$ cat src/dcae_regs.svh
// register offsets, reset values and timing counts of the dma addressing engine
// assumes a 7-bit byte address on the avalon-mm slave port
`ifndef DCAE_REGS_SVH
`define DCAE_REGS_SVH
`define DCAE_CH_SEL_HI  6
`define DCAE_CH_SEL_LO  4
`define DCAE_REG_CTL    2'h0
`define DCAE_REG_SRC    2'h1
`define DCAE_REG_DST    2'h2
`define DCAE_REG_SIZE   2'h3
`define DCAE_GLB_BASE   3'h4
`define DCAE_GLB_STAT   2'h0
`define DCAE_GLB_CLR    2'h1
`define DCAE_GLB_IE     2'h2
`define DCAE_GLB_CFG    2'h3
`define DCAE_CTL_W      11
`define DCAE_CTL_RST    11'h000
`define DCAE_IE_RST     1'b0
`define DCAE_CFG_RR_BIT 0
`define DCAE_CFG_BUSY   1
`define DCAE_BURST_LEN  2'h3
`define DCAE_GAP_CYC    2
`endif

$ cat src/dcae_pkg.sv
// types shared by the dma addressing engine
// assumes nothing beyond a systemverilog compiler
package dcae_pkg;
	typedef enum logic [1:0] {MODE_SINGLE, MODE_BLOCK, MODE_BURST, MODE_RSVD} dcae_mode_t;
	typedef enum logic [1:0] {STEP_HOLD, STEP_INC, STEP_DEC, STEP_RSVD} dcae_step_t;
	typedef enum logic [1:0] {ST_IDLE, ST_READ, ST_WRITE, ST_GAP} dcae_fsm_t;
	typedef struct packed {
		logic       level;
		logic       dstByte;
		logic       srcByte;
		dcae_step_t dstStep;
		dcae_step_t srcStep;
		logic       repeatEn;
		dcae_mode_t mode;
		logic       enable;
	} dcae_ctl_t;
	typedef struct packed {
		dcae_ctl_t   ctl;
		logic [15:0] srcCfg;
		logic [15:0] dstCfg;
		logic [15:0] size;
		logic [15:0] srcWork;
		logic [15:0] dstWork;
		logic [15:0] cntWork;
		logic        pend;
		logic        blockAct;
		logic        trigPrev;
	} dcae_chan_t;
	typedef struct packed {
		logic [15:0] addr;
		logic [15:0] wdata;
		logic        rd;
		logic        wr;
		logic        byteAcc;
	} dcae_mem_t;
endpackage

$ cat src/dcae_engine.sv
// multi-channel dma addressing engine with avalon-mm register slave
// assumes a memory bus answering reads combinationally in the same cycle,
// byte reads returned in the low eight bits, and same-clock trigger inputs
// Overview of operation
// - copy source to destination without processor help
// - one to three independent channels
// - each item takes a read and write cycle
// - transfer count up to 65535 items
// - fixed or rotating channel priority
// - trigger by rising edge or level
// - single, block and burst-block modes
// - nine address patterns, chosen per channel
// - source address steps up, down or holds
// - destination address steps up, down or holds
// - byte or word on each side
// - word to byte writes low byte only
// - byte to word clears upper byte
// - zero count performs no transfers
// - count reaching zero reloads and flags done
`include "dcae_regs.svh"
`timescale 1ns/100ps
`default_nettype none
module dcae_engine
	import dcae_pkg::*;
#(
	parameter int NCH = 3
) (
	input  wire logic              clk,             // system clock
	input  wire logic              reset,           // synchronous reset
	input  wire logic [6:0]        avs_address,     // register byte address
	input  wire logic              avs_read,        // register read
	input  wire logic              avs_write,       // register write
	input  wire logic [31:0]       avs_writedata,   // register write data
	output logic [31:0]            avs_readdata,    // register read data
	output logic                   avs_waitrequest, // slave stall
	input  wire logic [NCH-1:0]    trig,            // channel triggers
	input  wire logic [15:0]       memRdata,        // memory read data
	output dcae_mem_t              mem,             // memory request
	output logic                   busOwn,          // engine holds the bus
	output logic                   irq              // level interrupt
);
	typedef struct packed {
		dcae_chan_t [NCH-1:0] ch;
		dcae_fsm_t            fsm;
		logic [1:0]           cur;
		logic [1:0]           last;
		logic [1:0]           burstCnt;
		logic [1:0]           gapCnt;
		dcae_mem_t            mem;
		logic [NCH-1:0]       ifg;
		logic [NCH-1:0]       ie;
		logic                 rrEn;
		logic                 ack;
		logic [31:0]          rdata;
	} dcae_state_t;

	dcae_state_t    st_ff;
	dcae_state_t    nxt_st;
	logic [NCH-1:0] elig;
	logic [NCH-1:0] ifgSet;
	logic [NCH-1:0] ifgClr;
	logic [1:0]     sel;
	logic [1:0]     rIdx;
	logic [1:0]     ci;
	logic           lastItem;
	logic           cont;
	logic [15:0]    fmtData;

	function automatic logic chanHit(input logic [6:0] a);
		chanHit = (int'(a[`DCAE_CH_SEL_HI:`DCAE_CH_SEL_LO]) < NCH);
	endfunction

	function automatic logic [1:0] pickChan(input logic [NCH-1:0] req, input logic [1:0] prev,
		input logic rr);
		logic [1:0] idx;
		logic       found;
		pickChan = 2'h0;
		found = 1'b0;
		for (int k = 0; k < NCH; k++) begin
			idx = rr ? 2'((int'(prev) + 1 + k) % NCH) : 2'(k);
			if (!found && req[idx]) begin
				pickChan = idx;
				found = 1'b1;
			end
		end
	endfunction

	function automatic logic [15:0] stepAddr(input logic [15:0] a, input dcae_step_t s, input logic isByte);
		logic [15:0] d;
		d = isByte ? 16'h0001 : 16'h0002;
		case (s)
			STEP_INC: stepAddr = a + d;
			STEP_DEC: stepAddr = a - d;
			default:  stepAddr = a;
		endcase
	endfunction

	assign avs_waitrequest = (avs_read || avs_write) && !st_ff.ack;
	assign avs_readdata = st_ff.rdata;
	assign mem = st_ff.mem;
	assign busOwn = (st_ff.fsm == ST_READ) || (st_ff.fsm == ST_WRITE);
	assign irq = |(st_ff.ifg & st_ff.ie);

	always_comb begin
		nxt_st = st_ff;
		elig = '0;
		ifgSet = '0;
		ifgClr = '0;
		sel = 2'h0;
		rIdx = avs_address[3:2];
		ci = avs_address[5:4];
		lastItem = 1'b0;
		cont = 1'b0;
		fmtData = 16'h0000;
		nxt_st.ack = 1'b0;
		// trigger capture and eligibility, one per channel
		for (int i = 0; i < NCH; i++) begin
			if (!st_ff.ch[i].ctl.level && trig[i] && !st_ff.ch[i].trigPrev &&
				st_ff.ch[i].ctl.enable && !st_ff.ch[i].blockAct) begin
				nxt_st.ch[i].pend = 1'b1;
			end
			nxt_st.ch[i].trigPrev = trig[i];
			elig[i] = st_ff.ch[i].ctl.enable && (st_ff.ch[i].size != 16'h0000) &&
				(st_ff.ch[i].blockAct || st_ff.ch[i].pend || (st_ff.ch[i].ctl.level && trig[i]));
		end
		case (st_ff.fsm)
			ST_IDLE: begin
				if (|elig) begin
					sel = pickChan(elig, st_ff.last, st_ff.rrEn);
					nxt_st.cur = sel;
					nxt_st.last = sel;
					nxt_st.burstCnt = 2'h0;
					nxt_st.ch[sel].pend = 1'b0;
					if (st_ff.ch[sel].ctl.mode != MODE_SINGLE) begin
						nxt_st.ch[sel].blockAct = 1'b1;
					end
					nxt_st.fsm = ST_READ;
					nxt_st.mem.rd = 1'b1;
					nxt_st.mem.addr = st_ff.ch[sel].srcWork;
					nxt_st.mem.byteAcc = st_ff.ch[sel].ctl.srcByte;
				end
			end
			ST_READ: begin
				// width conversion between the two sides
				fmtData = st_ff.ch[st_ff.cur].ctl.srcByte ? {8'h00, memRdata[7:0]} : memRdata;
				nxt_st.mem.rd = 1'b0;
				nxt_st.mem.wr = 1'b1;
				nxt_st.mem.addr = st_ff.ch[st_ff.cur].dstWork;
				nxt_st.mem.wdata = fmtData;
				nxt_st.mem.byteAcc = st_ff.ch[st_ff.cur].ctl.dstByte;
				nxt_st.fsm = ST_WRITE;
			end
			ST_WRITE: begin
				ci = st_ff.cur;
				nxt_st.mem.wr = 1'b0;
				nxt_st.ch[ci].srcWork = stepAddr(st_ff.ch[ci].srcWork, st_ff.ch[ci].ctl.srcStep,
					st_ff.ch[ci].ctl.srcByte);
				nxt_st.ch[ci].dstWork = stepAddr(st_ff.ch[ci].dstWork, st_ff.ch[ci].ctl.dstStep,
					st_ff.ch[ci].ctl.dstByte);
				lastItem = (st_ff.ch[ci].cntWork == 16'h0001);
				nxt_st.ch[ci].cntWork = st_ff.ch[ci].cntWork - 16'h0001;
				if (lastItem) begin
					nxt_st.ch[ci].cntWork = st_ff.ch[ci].size;
					ifgSet[ci] = 1'b1;
					nxt_st.ch[ci].ctl.enable = st_ff.ch[ci].ctl.repeatEn;
					nxt_st.ch[ci].blockAct = st_ff.ch[ci].ctl.repeatEn &&
						(st_ff.ch[ci].ctl.mode == MODE_BURST);
				end
				cont = st_ff.ch[ci].blockAct && st_ff.ch[ci].ctl.enable &&
					(!lastItem || nxt_st.ch[ci].blockAct);
				nxt_st.burstCnt = st_ff.burstCnt + 2'h1;
				if (cont && st_ff.ch[ci].ctl.mode == MODE_BURST && st_ff.burstCnt == `DCAE_BURST_LEN) begin
					nxt_st.fsm = ST_GAP;
					nxt_st.gapCnt = 2'h0;
				end else if (cont) begin
					nxt_st.fsm = ST_READ;
					nxt_st.mem.rd = 1'b1;
					nxt_st.mem.addr = nxt_st.ch[ci].srcWork;
					nxt_st.mem.byteAcc = st_ff.ch[ci].ctl.srcByte;
				end else begin
					nxt_st.fsm = ST_IDLE;
				end
			end
			default: begin
				// processor slot of burst-block; idle adds the last gap cycle
				if (int'(st_ff.gapCnt) >= `DCAE_GAP_CYC - 2) begin
					nxt_st.fsm = ST_IDLE;
				end else begin
					nxt_st.gapCnt = st_ff.gapCnt + 2'h1;
				end
			end
		endcase
		ci = avs_address[5:4];
		// register slave: one wait cycle, then answer
		if ((avs_read || avs_write) && !st_ff.ack) begin
			nxt_st.ack = 1'b1;
			nxt_st.rdata = 32'h00000000;
			if (avs_read && chanHit(avs_address)) begin
				if (rIdx == `DCAE_REG_CTL) begin
					nxt_st.rdata = 32'(st_ff.ch[ci].ctl);
				end else if (rIdx == `DCAE_REG_SRC) begin
					nxt_st.rdata = {16'h0000, st_ff.ch[ci].srcCfg};
				end else if (rIdx == `DCAE_REG_DST) begin
					nxt_st.rdata = {16'h0000, st_ff.ch[ci].dstCfg};
				end else begin
					nxt_st.rdata = {16'h0000, st_ff.ch[ci].cntWork};
				end
			end else if (avs_read && avs_address[6:4] == `DCAE_GLB_BASE) begin
				if (rIdx == `DCAE_GLB_STAT) begin
					nxt_st.rdata = 32'(st_ff.ifg);
				end else if (rIdx == `DCAE_GLB_IE) begin
					nxt_st.rdata = 32'(st_ff.ie);
				end else if (rIdx == `DCAE_GLB_CFG) begin
					nxt_st.rdata[`DCAE_CFG_RR_BIT] = st_ff.rrEn;
					nxt_st.rdata[`DCAE_CFG_BUSY] = (st_ff.fsm != ST_IDLE);
				end
			end
		end
		if (avs_write && st_ff.ack) begin
			if (chanHit(avs_address)) begin
				if (rIdx == `DCAE_REG_CTL) begin
					nxt_st.ch[ci].ctl = avs_writedata[`DCAE_CTL_W-1:0];
					if (avs_writedata[0] && !st_ff.ch[ci].ctl.enable) begin
						nxt_st.ch[ci].srcWork = st_ff.ch[ci].srcCfg;
						nxt_st.ch[ci].dstWork = st_ff.ch[ci].dstCfg;
						nxt_st.ch[ci].cntWork = st_ff.ch[ci].size;
						nxt_st.ch[ci].pend = 1'b0;
						nxt_st.ch[ci].blockAct = 1'b0;
					end else if (!avs_writedata[0]) begin
						nxt_st.ch[ci].pend = 1'b0;
						nxt_st.ch[ci].blockAct = 1'b0;
					end
				end else if (rIdx == `DCAE_REG_SRC) begin
					nxt_st.ch[ci].srcCfg = avs_writedata[15:0];
				end else if (rIdx == `DCAE_REG_DST) begin
					nxt_st.ch[ci].dstCfg = avs_writedata[15:0];
				end else begin
					nxt_st.ch[ci].size = avs_writedata[15:0];
					if (!st_ff.ch[ci].ctl.enable) begin
						nxt_st.ch[ci].cntWork = avs_writedata[15:0];
					end
				end
			end else if (avs_address[6:4] == `DCAE_GLB_BASE) begin
				if (rIdx == `DCAE_GLB_CLR) begin
					ifgClr = avs_writedata[NCH-1:0];
				end else if (rIdx == `DCAE_GLB_IE) begin
					nxt_st.ie = avs_writedata[NCH-1:0];
				end else if (rIdx == `DCAE_GLB_CFG) begin
					nxt_st.rrEn = avs_writedata[`DCAE_CFG_RR_BIT];
				end
			end
		end
		// a completion in the clearing cycle keeps its flag
		nxt_st.ifg = (st_ff.ifg & ~ifgClr) | ifgSet;
	end

	always_ff @(posedge clk) begin
		if (reset) begin
			st_ff <= '0;
		end else begin
			st_ff <= nxt_st;
		end
	end

	// per-channel checks, one copy per channel
	for (genvar g = 0; g < NCH; g++) begin : gChan

	end
endmodule
`default_nettype wire

$ cat config.mk
export PLATFORM = sky130hd
export DESIGN_NAME = dcae_engine
export DESIGN_NICKNAME = d
export VERILOG_FILES = /design/src/dcae_pkg.sv /design/src/dcae_engine.sv
export VERILOG_INCLUDE_DIRS = /design/src
export SDC_FILE = /design/constraint.sdc
export NUM_CORES = 1
export LEC_CHECK = 0
export BUFFER_PORTS_ARGS = -buffer_cell sky130_fd_sc_hd__buf_2
export CORE_MARGIN = 4
export CORE_UTILIZATION = 30
export CTS_CLUSTER_DIAMETER = 40
export DETAILED_ROUTE_END_ITERATION = 7
export GPL_ROUTABILITY_DRIVEN = 0
export SLEW_MARGIN = 20
export SYNTH_ARGS = -nofsm -noshare
export SYNTH_HDL_FRONTEND = slang
export SYNTH_SLANG_ARGS = --single-unit
$ cat constraint.sdc
create_clock -name clk -period 5.2 [get_ports clk]
set_clock_uncertainty 0.2 [all_clocks]
set_input_delay 0.26 -clock clk [delete_from_list [all_inputs] [get_ports clk]]
set_output_delay 0.26 -clock clk [all_outputs]
set_load 0.005 [all_outputs]
==> results.py <==
metrics = {
    "global_route": {
        "antenna_found_initial": 5,
        "grt_pass1_wl_mm": 157,
        "grt_pass1_vias": 24203,
        "grtUsageMet3_pct": 4.90,
        "grtUsageTotal_pct": 23.2,
        "grt_max_degree": 210,
        "grt_overflow_total": 0,
        "grt_busiest_layer": "met2",
        "use_met1_pct": 31.3,
        "use_met2_pct": 34.5,
    },
    "sta": {
        "slew_headroom_pct": 12.2,
        "setup_ws_ps": 351,
        "finalSetupTns_ps": 0,
        "worst_slew_pin_slew_ps": 1320,
        "drv_slew": 0,
        "whs_ps": 64.2,
        "period_minus_slack_ps": 4850,
        "rsz0062_at_grt": "no",
        "post-route-period-util_pct": 93.2,
        "hold_viol": 0,
        "setup_viol": 0,
        "max_freq_ghz": 0.206,
    },
    "critical_path": {
        "required_ps": 5490,
        "crit_arrival_ps": 5140,
        "cp-start-kind": "register",
        "crit_path_end_kind": "register",
        "critPathMaxFanout": 23,
        "worstRegToRegCells": 16,
        "crit_type": "reg -> reg",
    },
    "routing": {
        "first_pass_iters": 6,
        "ant_nets": 0,
        "vias": 26446,
        "vias_per_cell": 6.03,
        "wl_per_cell_microns": 24.2,
        "dr.first_iter.drc_count": 3369,
        "drt-total-wl_mm": 106,
        "drc": 0,
    },
    "power": {
        "total_power_mw": 10.1,
        "p_per_area_nw_per_um2": 341,
        "vdd_drop_max_v": 0.000231,
        "leakage_nw": 10.4,
    },
    "hold_path": {
        "min_path_cells": 4,
        "hp-class": "in -> reg",
    },
    "finish": {
        "final_area_sq_um": 29500,
        "fin_nets": 3348,
        "final_cell_count_no_fill": 4383,
        "drive_gt1_share_pct": 12.9,
        "syn_to_final_growth_pct": 18.2,
        "nFillCells": 8465,
        "final_util_pct": 35.9,
    },
    "synth": {
        "synth_edf_count": 0,
        "syn_inst": 3268,
        "ys_warn_count": 0,
        "yosysSeqAreaShare_pct": 31.7,
        "synthTopCellsByArea": "dfxtp_1, a21oi_1, mux2i_1",
        "synth_cell_types": 100,
        "synth_top_area_share_pct": 31.7,
        "synth_area_per_cell_sq_um": 7.64,
        "synth_area_sq_um": 25000,
        "ys_dominant_reg_cell": "dfxtp_1",
        "ys_ff_latch": 395,
        "synth_top_area_cell": "dfxtp_1",
        "async_flop_share_pct": 0,
    },
    "placed_design": {
        "place_inst": 4188,
        "portBuffers": 97,
        "placed_area_sq_um": 26000,
        "dpl_worst_slack_ps": 554,
        "dp_hpwl_mm": 70.3,
    },
    "floorplanning": {
        "die_y_microns": 296,
        "core_area_sq_um": 82200,
        "dieArea_sq_um": 87900,
        "start_util_pct": 30.3,
        "num_rows": 105,
        "boundaryPins": 132,
        "fp.dieW_microns": 296,
    },
    "cts": {
        "cts.path.max_buffers": 3,
        "numCtsBuffers": 84,
        "cts_tree": "done",
        "cts_sinks": 395,
        "cts-htree-levels": 3,
        "path_clk_slew_ps": 50,
        "clock-root-buffer": "clkbuf_16",
        "clock_latency_ps": 670,
    },
    "job": {
        "cap_violations": 0,
    },
    "outcome": {
        "status": "completed",
    },
}
-- report_power, final --
| group | internal (mW) | switching, mW |
|---|---|---|
| clock network | 3.81 | 1.99 |
| registers | 3.07 | 0.0339 |
| logic | 0.381 | 0.779 |
-- layer usage --
layer	vias up	wire length, microns	share of wire, %
met5	-	34	0.032
met4	6	6210	5.9
met3	340	11200	11
met2	1637	45000	42
met1	12519	43600	41
li1	11944	-	-
-- logic make-up after synthesis --
| logic type | after synthesis | share of synthesized area, % |
|---|---|---|
| xor+xnor | 25 | 0.877 |
| other cells | 1 | 0.0150 |
| fa+ha+maj | 45 | 2.32 |
| flops | 395 | 31.7 |
| compound gates | 1086 | 28.6 |
| mux | 198 | 8.23 |
| buf+inv | 384 | 7.26 |
| simple gates | 1134 | 21.0 |
-- timing repair --
action                                  4_1_cts  5_1_grt
endpoints found under the setup margin        0        0
setup buffers                                 0        0
hold endpoints to repair                    221        0
hold buffers                                 36        0
resized for setup                             0        0
-- layout make-up --
cell class,instances,area (sq um),share of cell area [%]
multi-input combinational,2504,15400,52.3
clock buffer,102,2270,7.69
antenna,4,10.0,0.0339
timing repair buffer,228,1620,5.48
sequential,395,7920,26.8
tap,1070,1340,4.54
clock inverter,52,810,2.74
inverter,28,105,0.356
-- path summary, 6_finish.rpt --
path	startpoint	endpoint	slack, ps
worst max register to register	st_ff[80]	st_ff[119]	350
worst max-delay path	st_ff[80]	st_ff[119]	350
worst min register to register	st_ff[391]	st_ff[391]	250
worst min-delay path	avs_write	st_ff[88]	60
-- critical path: stages, from the launching register on --
cell	delay (ps)
dfxtp_4	620
buf_4	370
mux2i_1	220
nor2_1	50
a21oi_1	190
ha_1	260
and2_1	200
ha_1	240
nor2b_1	150
o31ai_1	440
a211oi_1	180
nor3_1	360
nor3_1	120
a41oi_1	270
xnor2_1	290
nor2b_1	320
o221ai_1	160
-- cell usage in the layout, fill, tap and decap left out, drive strengths merged, types with 13 or more instances in the layout --
| master | Yosys | final |
|---|---|---|
| inv | 24 | 32 |
| a31oi | 21 | 21 |
| buf | 131 | 192 |
| conb | 1 | 16 |
| o32ai | 18 | 18 |
| ha | 43 | 43 |
| mux2i | 182 | 182 |
| clkinv | 4 | 27 |
| nand2 | 433 | 433 |
| a211o | 24 | 24 |
| dlygate4sd3 | 0 | 36 |
| o2bb2ai | 20 | 20 |
| o211ai | 30 | 30 |
| dfxtp | 395 | 395 |
| bufinv | 0 | 13 |
| nand3 | 214 | 214 |
| and3 | 29 | 29 |
| nor2 | 261 | 261 |
| a221oi | 82 | 82 |
| a22oi | 45 | 45 |
| a21o | 27 | 27 |
| o21ai | 185 | 185 |
| a211oi | 126 | 126 |
| a21oi | 386 | 386 |
| nor3b | 13 | 13 |
| xnor2 | 14 | 14 |
| clkbuf | 225 | 102 |
| nand2b | 13 | 13 |
| nor4 | 33 | 33 |
| nor2b | 21 | 21 |
| nor3 | 44 | 44 |
-- registers in the layout (all words and copies together) (netlist names) --
register,cells
avs_readdata,16
mem,35
st_ff,344
-- synth_stat cells (8+ instances only) --
| master | number |
|---|---|
| o211ai_1 | 30 |
| o21a_1 | 9 |
| nand3_1 | 214 |
| o31ai_1 | 10 |
| nor2_1 | 257 |
| a22o_1 | 11 |
| nand2_1 | 431 |
| clkbuf_1 | 225 |
| xnor2_1 | 14 |
| xor2_1 | 11 |
| inv_1 | 24 |
| a211oi_1 | 126 |
| nor3b_1 | 12 |
| o32ai_1 | 17 |
| nor4_1 | 30 |
| a21o_1 | 27 |
| nand4_1 | 10 |
| o22ai_1 | 9 |
| and3_1 | 29 |
| mux2i_1 | 181 |
| nor3_1 | 44 |
| or2_2 | 10 |
| a221oi_1 | 82 |
| o21ai_0 | 174 |
| or3_1 | 12 |
| a32oi_1 | 11 |
| o2bb2ai_1 | 15 |
| o21ai_1 | 11 |
| mux2_2 | 11 |
| buf_2 | 20 |
| dfxtp_1 | 395 |
| nor2b_1 | 21 |
| a21oi_1 | 385 |
| buf_4 | 76 |
| buf_1 | 28 |
| nand4b_1 | 8 |
| ha_1 | 43 |
| a211o_1 | 24 |
| a22oi_1 | 38 |
| nand2b_1 | 13 |
| a31oi_1 | 20 |
Power figures use the tool's default switching activity.
